===== src/core/atcsp_pkg.sv =====
package atcsp_pkg;

    // register byte addresses
    localparam logic [7:0] ADDR_CONTROL_A     = 8'hb0;
    localparam logic [7:0] ADDR_COUNTER       = 8'hb4;
    localparam logic [7:0] ADDR_COMPARE       = 8'hb8;
    localparam logic [7:0] ADDR_ASYNC_STATUS  = 8'hbc;
    localparam logic [7:0] ADDR_GENERAL_CTRL  = 8'hc0;
    localparam logic [7:0] ADDR_FLAGS         = 8'hc4;

    // reset values
    localparam logic [7:0] CONTROL_A_RESET    = 8'h00;
    localparam logic [7:0] COUNTER_RESET      = 8'h00;
    localparam logic [7:0] COMPARE_RESET      = 8'h00;

    // timer_control_a fields
    localparam int CTL_FORCE_BIT  = 7;
    localparam int CTL_WGM0_BIT   = 6;
    localparam int CTL_COM_LSB    = 4;
    localparam int CTL_WGM1_BIT   = 3;
    localparam int CTL_CS_LSB     = 0;

    // async_status_register fields
    localparam int AST_EXT_CLOCK_INPUT_ENABLE_BIT  = 4;
    localparam int AST_ASYNC_BIT  = 3;

    // general_timer_control and flag register fields
    localparam int GTC_PSR_BIT    = 1;
    localparam int FLG_OVF_BIT    = 0;
    localparam int FLG_CMP_BIT    = 1;

    // holding register slots, equal to their busy bit positions
    localparam int HOLD_CONTROL   = 0;
    localparam int HOLD_COMPARE   = 1;
    localparam int HOLD_COUNTER   = 2;
    localparam int HOLD_COUNT     = 3;

    // timing counts
    localparam logic [1:0] XFER_EDGES        = 2'd2;
    localparam int         FLAG_SYNC_CYCLES  = 3;
    localparam logic [2:0] WAKE_STALL_CYCLES = 3'd4;
    localparam int         PRESCALE_WIDTH    = 10;

    localparam logic [7:0] COUNT_MAX    = 8'hff;
    localparam logic [7:0] COUNT_BOTTOM = 8'h00;

    // sleep mode codes from the power manager
    localparam logic [2:0] SLEEP_AWAKE       = 3'h0;
    localparam logic [2:0] SLEEP_IDLE        = 3'h1;
    localparam logic [2:0] SLEEP_NOISE_RED   = 3'h2;
    localparam logic [2:0] SLEEP_POWER_DOWN  = 3'h3;
    localparam logic [2:0] SLEEP_POWER_SAVE  = 3'h4;
    localparam logic [2:0] SLEEP_STANDBY     = 3'h5;

    typedef enum logic [1:0] {
        MODE_NORMAL,
        MODE_PC_PWM,
        MODE_CTC,
        MODE_FAST_PWM
    } atcsp_wave_type;

endpackage


===== src/core/atcsp_timer.sv =====
// Notes on behaviour
// async writes land in per-register holding regs, copied after two osc edges.
// async status register shows one busy bit per holding register.
// software waits for a register's busy bit before rewriting it.
// processor clock must exceed four times the oscillator frequency.
// pending counter or compare write suppresses compare match detection.
// software waits for busy clear before power-save or noise-reduction sleep.
// wake logic re-arms only after one osc cycle following a wake-up.
// oscillator runs in every sleep mode except power-down and standby.
// software reinitialises all timer registers after power-down or standby.
// wake request issues on the timer clock after the wake condition.
// processor stalls four cycles after a timer wake-up.
// counter reads come from a shadow refreshed on each rising osc edge.
// software writes compare or control, waits busy, then reads counter.
// async flags pass three processor cycles; output pin uses timer clock.
// source defaults to I/O clock; async select moves to osc pins.
// software sets external clock enable when an external clock is used.
// software follows the documented order when switching clock source.
// prescaler offers stop, undivided, and divide by 8 to 1024.
// writing prescaler reset bit clears the prescaler phase.
// force strobe in non-PWM acts on pin only, reads zero.
// software writes force bit as zero in PWM modes.
// waveform field bits 6 and 3 pick normal, phase PWM, CLEAR_ON_MATCH_MODE, fast PWM.
// compare updates immediately or at top; overflow at MAX or BOTTOM.
// clock select 000 stops, 001 undivided, then 8 through 1024.
// busy sets on async write, clears when destination loads.
// non-PWM output mode 00 off, 01 toggle, 10 clear, 11 set.
// synchronous mode writes land directly and busy stays clear.
//
// The APB slave port was decided locally.
`timescale 1ns/1ps
`default_nettype none
module atcsp_timer #(
    parameter int PRESCALE_BITS = atcsp_pkg::PRESCALE_WIDTH
) (
    input  wire logic        clk,
    input  wire logic        rst_n,
    input  wire logic        psel,
    input  wire logic        penable,
    input  wire logic        pwrite,
    input  wire logic [7:0]  paddr,
    input  wire logic [31:0] pwdata,
    output logic [31:0]      prdata,
    output logic             pready,
    output logic             pslverr,
    input  wire logic        osc_in_pin,
    input  wire logic [2:0]  sleep_mode,
    output logic             osc_enable,
    output logic             ext_clk_buffer_enable,
    output logic             osc_port_detach,
    output logic             compare_output_pin,
    output logic             overflow_flag,
    output logic             compare_match_flag,
    output logic             wake_request,
    output logic             cpu_stall
);
    import atcsp_pkg::*;

    logic        osc_prev;
    logic        async_clock_select;
    logic        ext_clock_input_enable;
    logic [7:0]  timer_control_a;
    logic [7:0]  counter_value;
    logic [7:0]  counter_shadow;
    logic [7:0]  compare_buf;
    logic [7:0]  compare_value_a;
    logic        count_down;
    logic        match_block;
    logic [7:0]  hold [HOLD_COUNT];
    logic [1:0]  edge_cnt [HOLD_COUNT];
    logic [2:0]  busy;
    logic [1:0]  flag_pipe [FLAG_SYNC_CYCLES];
    logic        wake_pending;
    logic        wake_armed;
    logic [2:0]  stall_cnt;

    // bus decode
    wire apb_access = psel & penable & ~pready;
    wire apb_wr     = apb_access & pwrite;
    wire sel_ctl    = (paddr == ADDR_CONTROL_A);
    wire sel_cnt    = (paddr == ADDR_COUNTER);
    wire sel_cmp    = (paddr == ADDR_COMPARE);
    wire sel_ast    = (paddr == ADDR_ASYNC_STATUS);
    wire sel_gtc    = (paddr == ADDR_GENERAL_CTRL);
    wire sel_flg    = (paddr == ADDR_FLAGS);
    wire mapped     = sel_ctl | sel_cnt | sel_cmp | sel_ast | sel_gtc | sel_flg;
    wire [7:0] wbyte = pwdata[7:0];

    // clock source: I/O clock by default, else osc pin edges
    wire osc_rise = osc_in_pin & ~osc_prev;
    wire src_tick = async_clock_select ? osc_rise : 1'b1;
    wire timer_tick;

    wire [2:0] reg_wr   = {apb_wr & sel_cnt, apb_wr & sel_cmp, apb_wr & sel_ctl};
    wire [2:0] hold_wr  = reg_wr & {3{async_clock_select}};
    wire [2:0] land;

    // one holding register per destination, so writes never disturb each other
    genvar gi;
    generate
        for (gi = 0; gi < HOLD_COUNT; gi++)
        begin : g_hold
            assign land[gi] = busy[gi] & osc_rise & ~hold_wr[gi] &
                              (edge_cnt[gi] == XFER_EDGES - 2'd1);
            always_ff @(posedge clk)
            begin
                if (!rst_n || !async_clock_select)
                begin
                    hold[gi]     <= 8'h00;
                    busy[gi]     <= 1'b0;
                    edge_cnt[gi] <= 2'h0;
                end
                else if (hold_wr[gi])
                begin
                    hold[gi]     <= wbyte;
                    busy[gi]     <= 1'b1;
                    edge_cnt[gi] <= 2'h0;
                end
                else if (busy[gi] && osc_rise)
                begin
                    busy[gi]     <= ~land[gi];
                    edge_cnt[gi] <= edge_cnt[gi] + 2'd1;
                end
            end
        end
    endgenerate

    // synchronous mode bypasses the holding registers
    wire       ctl_load = land[HOLD_CONTROL] | (reg_wr[HOLD_CONTROL] & ~async_clock_select);
    wire       cmp_load = land[HOLD_COMPARE] | (reg_wr[HOLD_COMPARE] & ~async_clock_select);
    wire       cnt_load = land[HOLD_COUNTER] | (reg_wr[HOLD_COUNTER] & ~async_clock_select);
    wire [7:0] ctl_data = land[HOLD_CONTROL] ? hold[HOLD_CONTROL] : wbyte;
    wire [7:0] cmp_data = land[HOLD_COMPARE] ? hold[HOLD_COMPARE] : wbyte;
    wire [7:0] cnt_data = land[HOLD_COUNTER] ? hold[HOLD_COUNTER] : wbyte;

    // mode decode
    wire atcsp_wave_type wave = atcsp_wave_type'({timer_control_a[CTL_WGM1_BIT],
                                                  timer_control_a[CTL_WGM0_BIT]});
    wire       pwm      = timer_control_a[CTL_WGM0_BIT];
    wire [1:0] com      = timer_control_a[CTL_COM_LSB +: 2];
    wire [7:0] top      = (wave == MODE_CTC) ? compare_value_a : COUNT_MAX;
    wire       at_max   = (counter_value == COUNT_MAX);
    wire       at_top   = (counter_value == top);

    atcsp_prescaler #(
        .WIDTH (PRESCALE_BITS)
    ) u_prescaler (
        .clk        (clk),
        .rst_n      (rst_n),
        .src_tick   (src_tick),
        .clear      (apb_wr & sel_gtc & wbyte[GTC_PSR_BIT]),
        .select     (timer_control_a[CTL_CS_LSB +: 3]),
        .timer_tick (timer_tick)
    );

    // no match while a counter or compare write is in flight
    wire match_ev = timer_tick & (counter_value == compare_value_a) & ~match_block &
                    ~busy[HOLD_COMPARE] & ~busy[HOLD_COUNTER];
    wire ovf_ev   = timer_tick & ((wave == MODE_PC_PWM) ? (count_down &&
                    counter_value == COUNT_BOTTOM) : at_max);
    wire force_ev = ctl_load & ctl_data[CTL_FORCE_BIT] & ~ctl_data[CTL_WGM0_BIT];

    logic [7:0] next_counter;
    logic       next_down;
    always_comb
    begin
        next_counter = counter_value;
        next_down    = count_down;
        if (cnt_load)
        begin
            next_counter = cnt_data;
        end
        else if (timer_tick)
        begin
            unique case (wave)
                MODE_NORMAL, MODE_FAST_PWM: next_counter = counter_value + 8'd1;
                MODE_CTC: next_counter = at_top ? COUNT_BOTTOM : counter_value + 8'd1;
                MODE_PC_PWM:
                begin
                    if (!count_down && at_max)
                    begin
                        next_down    = 1'b1;
                        next_counter = COUNT_MAX - 8'd1;
                    end
                    else if (count_down && counter_value == COUNT_BOTTOM)
                    begin
                        next_down    = 1'b0;
                        next_counter = COUNT_BOTTOM + 8'd1;
                    end
                    else
                    begin
                        next_counter = count_down ? counter_value - 8'd1
                                                  : counter_value + 8'd1;
                    end
                end
            endcase
        end
    end

    // output pin acts on the timer clock, not resynchronised
    logic next_pin;
    always_comb
    begin
        next_pin = compare_output_pin;
        if (force_ev)
        begin
            unique case (ctl_data[CTL_COM_LSB +: 2])
                2'h0: next_pin = compare_output_pin;
                2'h1: next_pin = ~compare_output_pin;
                2'h2: next_pin = 1'b0;
                2'h3: next_pin = 1'b1;
            endcase
        end
        else if (!pwm && match_ev)
        begin
            unique case (com)
                2'h0: next_pin = compare_output_pin;
                2'h1: next_pin = ~compare_output_pin;
                2'h2: next_pin = 1'b0;
                2'h3: next_pin = 1'b1;
            endcase
        end
        else if (com[1] && wave == MODE_FAST_PWM && timer_tick && at_max)
        begin
            next_pin = ~com[0]; // top action wins over a match at top
        end
        else if (com[1] && wave == MODE_FAST_PWM && match_ev)
        begin
            next_pin = com[0];
        end
        else if (com[1] && wave == MODE_PC_PWM && match_ev)
        begin
            next_pin = com[0] ^ count_down;
        end
    end

    always_ff @(posedge clk)
    begin
        if (!rst_n)
        begin
            osc_prev           <= 1'b0;
            timer_control_a    <= CONTROL_A_RESET;
            counter_value      <= COUNTER_RESET;
            compare_buf        <= COMPARE_RESET;
            compare_value_a    <= COMPARE_RESET;
            count_down         <= 1'b0;
            match_block        <= 1'b0;
            compare_output_pin <= 1'b0;
        end
        else
        begin
            osc_prev        <= osc_in_pin;
            counter_value   <= next_counter;
            count_down      <= next_down;
            compare_output_pin <= next_pin;
            // a counter write also blocks the match on the next tick
            match_block     <= cnt_load | (match_block & ~timer_tick);
            if (ctl_load)
            begin
                timer_control_a <= {1'b0, ctl_data[6:0]}; // force bit reads zero
            end
            if (cmp_load)
            begin
                compare_buf <= cmp_data;
            end
            // immediate in normal and CLEAR_ON_MATCH_MODE, at top in PWM
            if (cmp_load && !pwm)
            begin
                compare_value_a <= cmp_data;
            end
            else if (pwm && timer_tick && at_max)
            begin
                compare_value_a <= compare_buf;
            end
        end
    end

    // flags cross with a fixed three-cycle delay after the timer tick
    generate
        for (gi = 0; gi < FLAG_SYNC_CYCLES; gi++)
        begin : g_flag_pipe
            always_ff @(posedge clk)
            begin
                if (!rst_n)
                begin
                    flag_pipe[gi] <= 2'h0;
                end
                else if (gi == 0)
                begin
                    flag_pipe[gi] <= {match_ev, ovf_ev} & {2{async_clock_select}};
                end
                else
                begin
                    flag_pipe[gi] <= flag_pipe[(gi > 0) ? gi - 1 : 0];
                end
            end
        end
    endgenerate

    wire [1:0] flag_set = async_clock_select ? flag_pipe[FLAG_SYNC_CYCLES-1]
                                             : {match_ev, ovf_ev};
    wire [1:0] flag_clr = {2{apb_wr & sel_flg}} & {wbyte[FLG_CMP_BIT], wbyte[FLG_OVF_BIT]};

    // wake-up path from power-save and noise reduction
    wire sleeping   = (sleep_mode == SLEEP_POWER_SAVE) | (sleep_mode == SLEEP_NOISE_RED);
    wire deep_sleep = (sleep_mode == SLEEP_POWER_DOWN) | (sleep_mode == SLEEP_STANDBY);
    wire wake_fire  = wake_pending & osc_rise;
    wire [2:0] next_stall = wake_fire ? WAKE_STALL_CYCLES :
                            (stall_cnt != 3'h0) ? stall_cnt - 3'd1 : 3'h0;

    always_ff @(posedge clk)
    begin
        if (!rst_n)
        begin
            overflow_flag      <= 1'b0;
            compare_match_flag <= 1'b0;
            wake_pending       <= 1'b0;
            wake_armed         <= 1'b1;
            wake_request       <= 1'b0;
            stall_cnt          <= 3'h0;
            cpu_stall          <= 1'b0;
        end
        else
        begin
            // a set in the clearing cycle is kept
            overflow_flag      <= flag_set[0] | (overflow_flag & ~flag_clr[0]);
            compare_match_flag <= flag_set[1] | (compare_match_flag & ~flag_clr[1]);
            if (wake_fire)
            begin
                wake_pending <= 1'b0;
                wake_armed   <= 1'b0;
            end
            else
            begin
                wake_pending <= wake_pending | (async_clock_select & sleeping &
                                wake_armed & (match_ev | ovf_ev));
                // re-arm only after a full osc cycle has passed
                wake_armed   <= wake_armed | osc_rise;
            end
            wake_request <= wake_fire;
            stall_cnt    <= next_stall;
            cpu_stall    <= (next_stall != 3'h0);
        end
    end

    // shadow refreshed on each rising osc edge, stale right after wake
    always_ff @(posedge clk)
    begin
        if (!rst_n)
        begin
            counter_shadow        <= COUNTER_RESET;
            async_clock_select    <= 1'b0;
            ext_clock_input_enable <= 1'b0;
            osc_enable            <= 1'b0;
            ext_clk_buffer_enable <= 1'b0;
            osc_port_detach       <= 1'b0;
        end
        else
        begin
            if (!async_clock_select || osc_rise)
            begin
                counter_shadow <= counter_value;
            end
            if (apb_wr && sel_ast)
            begin
                async_clock_select     <= wbyte[AST_ASYNC_BIT];
                ext_clock_input_enable <= wbyte[AST_EXT_CLOCK_INPUT_ENABLE_BIT];
            end
            // crystal only runs while the external buffer is off
            osc_enable            <= async_clock_select & ~ext_clock_input_enable & ~deep_sleep;
            ext_clk_buffer_enable <= async_clock_select & ext_clock_input_enable & ~deep_sleep;
            osc_port_detach       <= async_clock_select;
        end
    end

    // read mux; force bit and prescaler reset always read zero
    wire [7:0] ast_value = {3'h0, ext_clock_input_enable, async_clock_select, busy};
    wire [7:0] rd_value  = sel_ctl ? timer_control_a :
                           sel_cnt ? counter_shadow :
                           sel_cmp ? compare_buf :
                           sel_ast ? ast_value :
                           sel_flg ? {6'h00, compare_match_flag, overflow_flag} : 8'h00;

    // one wait state: answer on the second access cycle
    always_ff @(posedge clk)
    begin
        if (!rst_n)
        begin
            pready  <= 1'b0;
            pslverr <= 1'b0;
            prdata  <= 32'h0000_0000;
        end
        else
        begin
            pready  <= apb_access;
            pslverr <= apb_access & ~mapped;
            prdata  <= (apb_access && !pwrite) ? {24'h00_0000, rd_value} : 32'h0000_0000;
        end
    end

endmodule
`default_nettype wire


===== src/core/atcsp_prescaler.sv =====
`timescale 1ns/1ps
`default_nettype none
module atcsp_prescaler #(
    parameter int WIDTH = 10
) (
    input  wire logic       clk,
    input  wire logic       rst_n,
    input  wire logic       src_tick,
    input  wire logic       clear,
    input  wire logic [2:0] select,
    output logic            timer_tick
);
    import atcsp_pkg::*;

    logic [WIDTH-1:0] count;
    logic [WIDTH-1:0] mask;

    function automatic logic [WIDTH-1:0] tap_mask(input logic [2:0] sel);
        logic [9:0] m;
        m = 10'h000;
        unique case (sel)
            3'h0: m = 10'h000;
            3'h1: m = 10'h000;
            3'h2: m = 10'h007;
            3'h3: m = 10'h01f;
            3'h4: m = 10'h03f;
            3'h5: m = 10'h07f;
            3'h6: m = 10'h0ff;
            3'h7: m = 10'h3ff;
        endcase
        return WIDTH'(m);
    endfunction

    // stop, undivided, then 8..1024
    assign mask       = tap_mask(select);
    assign timer_tick = src_tick & (select != 3'h0) & ((count & mask) == mask);

    always_ff @(posedge clk)
    begin
        if (!rst_n || clear)
        begin
            count <= '0; // known phase after a reset strobe
        end
        else if (src_tick)
        begin
            count <= count + WIDTH'(1);
        end
    end

endmodule
`default_nettype wire


===== config.mk =====
export PLATFORM = sky130hd
export DESIGN_NAME = atcsp_timer
export DESIGN_NICKNAME = d
export VERILOG_FILES = /design/src/core/atcsp_pkg.sv /design/src/core/atcsp_timer.sv /design/src/core/atcsp_prescaler.sv
export SDC_FILE = /design/constraint.sdc
export NUM_CORES = 1
export LEC_CHECK = 0
export BUFFER_PORTS_ARGS = -buffer_cell sky130_fd_sc_hd__buf_2
export CAP_MARGIN = 25
export CORE_ASPECT_RATIO = 0.75
export CORE_MARGIN = 1
export CORE_UTILIZATION = 29
export DETAILED_ROUTE_END_ITERATION = 10
export MAX_ROUTING_LAYER = met4
export SKIP_CTS_REPAIR_TIMING = 1
export SYNTH_ARGS = -nofsm -noshare
export SYNTH_HDL_FRONTEND = slang
export SYNTH_SLANG_ARGS = --single-unit

===== constraint.sdc =====
create_clock -name clk -period 3.3 [get_ports clk]
set_clock_uncertainty 0.1 [all_clocks]
set_input_delay 0.66 -clock clk [delete_from_list [all_inputs] [get_ports clk]]
set_output_delay 0.66 -clock clk [all_outputs]
set_load 0.01 [all_outputs]

==> flow_metrics.tcl <==
set metrics [dict create \
    cts_sinks 122 \
    synth_ff_type "dfxtp_1" \
    syn_to_final_growth_pct 18.0 \
    postPlaceCellArea_mm2 0.00680 \
    top_layer_used "met4" \
    rsz0062_at_grt "no" \
    drv_cap 0 \
    critical-path-max-stage-delay_ns 0.59 \
    nets 802 \
    crit_type "reg2reg" \
    die_y_um 129 \
    drv_slew 0 \
    nFillCells 2157 \
    post-dp-hpwl_um 13000 \
    drc 0 \
    clk_path_buf_depth 2 \
    first_iter_violations 538 \
    die_x_um 172 \
    fmax_mhz 371 \
    antenna_found_initial 0 \
    synth_area_leaders "dfxtp_1, edfxtp_1, nor2_1" \
    cts.reportedPaths.clkPinSlew_ns 0.06 \
    p_per_area_mw_per_mm2 473 \
    htree_levels 4 \
    routabilityCongestion 0.834 \
    relSlewSlack_pct 55.1 \
    setup_violations 0 \
    reg2regPathDepth 8 \
    worstMarginPinSlew_ns 0.672 \
    ys_types 80 \
    core_mm2 0.0211 \
    cts-buffers-inserted 17 \
    worstPathMaxFanout 10 \
    firstDrtPassIters 5 \
    wl_met2_um 7030 \
    antenna_cells 0 \
    num_vias 5212 \
    syn_avg_cell_area_um2 9.15 \
    async_reset_ff_share_pct 0 \
    setup.worst_path.end "counter_value[7]$_SDFFE_PN0P_" \
    grt_max_degree 30 \
    wirelength_um 17800 \
    hold_violations 0 \
    synth.cell_area_mm2 0.00626 \
    ir_drop_mv 0.284 \
    vias_per_cell 5.00 \
    post-route-min-period_ns 2.70 \
    grt_pass1_vias 4627 \
    r2r_end "counter_value[7]$_SDFFE_PN0P_" \
    yosysSeqAreaShare_pct 43.8 \
    cp-end-kind "flop" \
    cts_tree "done" \
    wl_per_cell_um 17.1 \
    clk_latency_ns 0.42 \
    status "finished, final reports clean" \
    fp-row-count 46 \
    port_buffers 42 \
    layout_worst_path_cycle_share_pct 81.7 \
    cellLeakagePower_nw 2.99 \
    cp.required_ns 3.49 \
    ios 91 \
    grt_overflow 0 \
    holdCritPathClass "reg2reg" \
    grt.total_usage_pct 17.2 \
    crit_start "counter_value[5]$_SDFFE_PN0P_" \
    timing.rr.start "counter_value[5]$_SDFFE_PN0P_" \
    synthCells 684 \
    synth.top_cell.area_share_pct 29.4 \
    grt_pass1_wl_um 27200 \
    cp.arrival_ns 2.88 \
    worst_setup_path_start_kind "flop" \
    wl_met1_um 9160 \
    synth-edff-count 30 \
    rrSetupSlack_ns 0.60 \
    yosys.area.top_type "dfxtp_1" \
    dr_wl_met3_um 1450 \
    final_cell_area_mm2 0.00738 \
    ys_ff_latch 122 \
    tns_ns 0 \
    start_util_pct 29.6 \
    drive_gt1_share_pct 18.3 \
    cp_slowest_cell "dfxtp_1" \
    cts_root_buf "clkbuf_16" \
    yosys_warnings 0 \
    path_cells "xor2_1, nor4_1, nand2_1, a221oi_2, buf_4, nor2_1, a211oi_1, o31ai_1" \
    postRouteAntennaNets 0 \
    die_area_mm2 0.0222 \
]
## flip-flops by register name, indices dropped and copies added, names as in the netlist, 3 cells and up, named ones only
name and flops:
stall_cnt 3, hold 24, compare_buf 8, u_prescaler.mask 6, u_prescaler.count 10, ast_value 3, edge_cnt 6, prdata 8
counter_shadow 8, compare_value_a 8, timer_control_a 7, flag_pipe 6, counter_value 8
## power breakdown
part	leakage [nW]	total [mW]	internal [mW]	switching [mW]
Clock	0.291	1.83	1.10	0.724
Sequential	1.11	1.53	1.53	0.00467
Combinational	1.58	0.130	0.0367	0.0937
## cell usage in the layout, fill, tap and decap left out, types with 4 or more instances in the layout
cell	n
mux2i_1	15
or3_1	6
and3_1	25
a31oi_1	4
buf_2	42
xor2_1	17
dfxtp_1	92
o21ai_0	29
buf_4	31
o22ai_1	4
a211oi_2	5
a211oi_1	15
and4_1	4
o31ai_1	4
nor2b_1	6
a221oi_1	6
a21oi_1	30
conb_1	24
nor2_1	79
ha_1	12
nand2_1	61
nor4_1	4
nand4_1	10
xnor2_1	9
nor3_1	13
inv_1	28
mux2_2	6
and2_1	16
edfxtp_1	30
nand3_1	24
clkbuf_16	18
## synthesized netlist by cell type (3+ instances only)
library cell	count
a22oi_1	3
a41o_1	3
nor2b_1	6
a31oi_1	4
a211oi_2	5
o22ai_1	4
mux4_2	3
mux2_2	6
a211oi_1	15
and3_1	25
nand2_1	61
xor2_1	17
a21oi_1	30
nand4_1	10
o21ai_0	29
buf_2	8
and2_1	16
dfxtp_1	92
mux2i_1	15
nor3_1	13
o221ai_1	3
nand3_1	24
inv_1	28
buf_1	4
clkbuf_1	19
or3_1	6
ha_1	12
buf_4	25
nor4_1	4
xnor2_1	9
and4_1	4
a221oi_1	6
o31ai_1	4
nand4b_1	3
edfxtp_1	30
nor2_1	79
## per-layer routing
metal	global-route usage [%]	vias up
met5	-	-
met3	3.70	15
li1	-	2532
met2	22.3	212
met1	25.5	2453
met4	5.88	0
## worst max-delay path, delay by kind of cell (launching register included)
kind,cells,cell delay [ns]
DFF,1,0.59
and+or+nand+nor,3,0.72
buffers and inverters,1,0.19
AOI/OAI and AO/OA,3,0.83
xor gates and xnor gates,1,0.15
## area by class of cell
cell class / instances / area, um2 / share of cell area, %
Multi-Input combinational cell: 498 / 3150 / 42.7
Sequential cell: 122 / 2740 / 37.1
Clock buffer: 19 / 464 / 6.29
Timing Repair Buffer: 73 / 443 / 6.00
Tap cell: 288 / 360 / 4.88
Clock inverter: 13 / 111 / 1.51
Inverter: 29 / 109 / 1.47
## cells by family (layout without fill, tap and decap cells)
| group | count (synthesis) | after routing | synth area share [%] |
|---|---|---|---|
| AND/OR/NAND/NOR | 270 | 270 | 22.0 |
| AO/OA/AOI/OAI | 142 | 142 | 16.4 |
| flip-flops | 122 | 122 | 43.8 |
| buffers and inverters | 87 | 134 | 7.12 |
| XOR/XNOR | 26 | 26 | 3.64 |
| multiplexers | 24 | 24 | 4.56 |
| adder cells (fa/ha/maj) | 12 | 12 | 2.40 |
| other | 1 | 24 | 0.0599 |
## worst min-delay path by stage
stage / from / endpoint / slack (ns) / cells after the start
detailed placement: flag_pipe[0][0]$_SDFF_PN0_ / flag_pipe[1][0]$_SDFF_PN0_ / 0.32 / 1
global placement: flag_pipe[0][0]$_SDFF_PN0_ / flag_pipe[1][0]$_SDFF_PN0_ / 0.31 / 1
global route: sleep_mode[0] / osc_enable$_SDFF_PN0_ / 0.34 / 2
finish: flag_pipe[1][1]$_SDFF_PN0_ / flag_pipe[2][1]$_SDFF_PN0_ / 0.33 / 1
CTS: sleep_mode[0] / osc_enable$_SDFF_PN0_ / 0.33 / 2
floorplan: flag_pipe[0][0]$_SDFF_PN0_ / flag_pipe[1][0]$_SDFF_PN0_ / 0.31 / 1
## metrics by stage
step / utilization, % / hold slack (ns) / worst slack, ns / power (mW) / std cells
3_3_place_gp: 32.2 / 0.314 / 0.275 / 1.69 / 1009
3_5_place_dp: 32.2 / 0.320 / 0.232 / 1.70 / 1009
2_1_floorplan: - / 0.312 / 0.522 / 1.65 / 707
5_1_grt: 35.0 / 0.343 / 0.460 / 3.59 / 1042
4_1_cts: 34.9 / 0.334 / 0.655 / 3.50 / 1041
6_report: 35.0 / 0.335 / 0.603 / 3.49 / 1042
(Power assumes the default switching activity.)
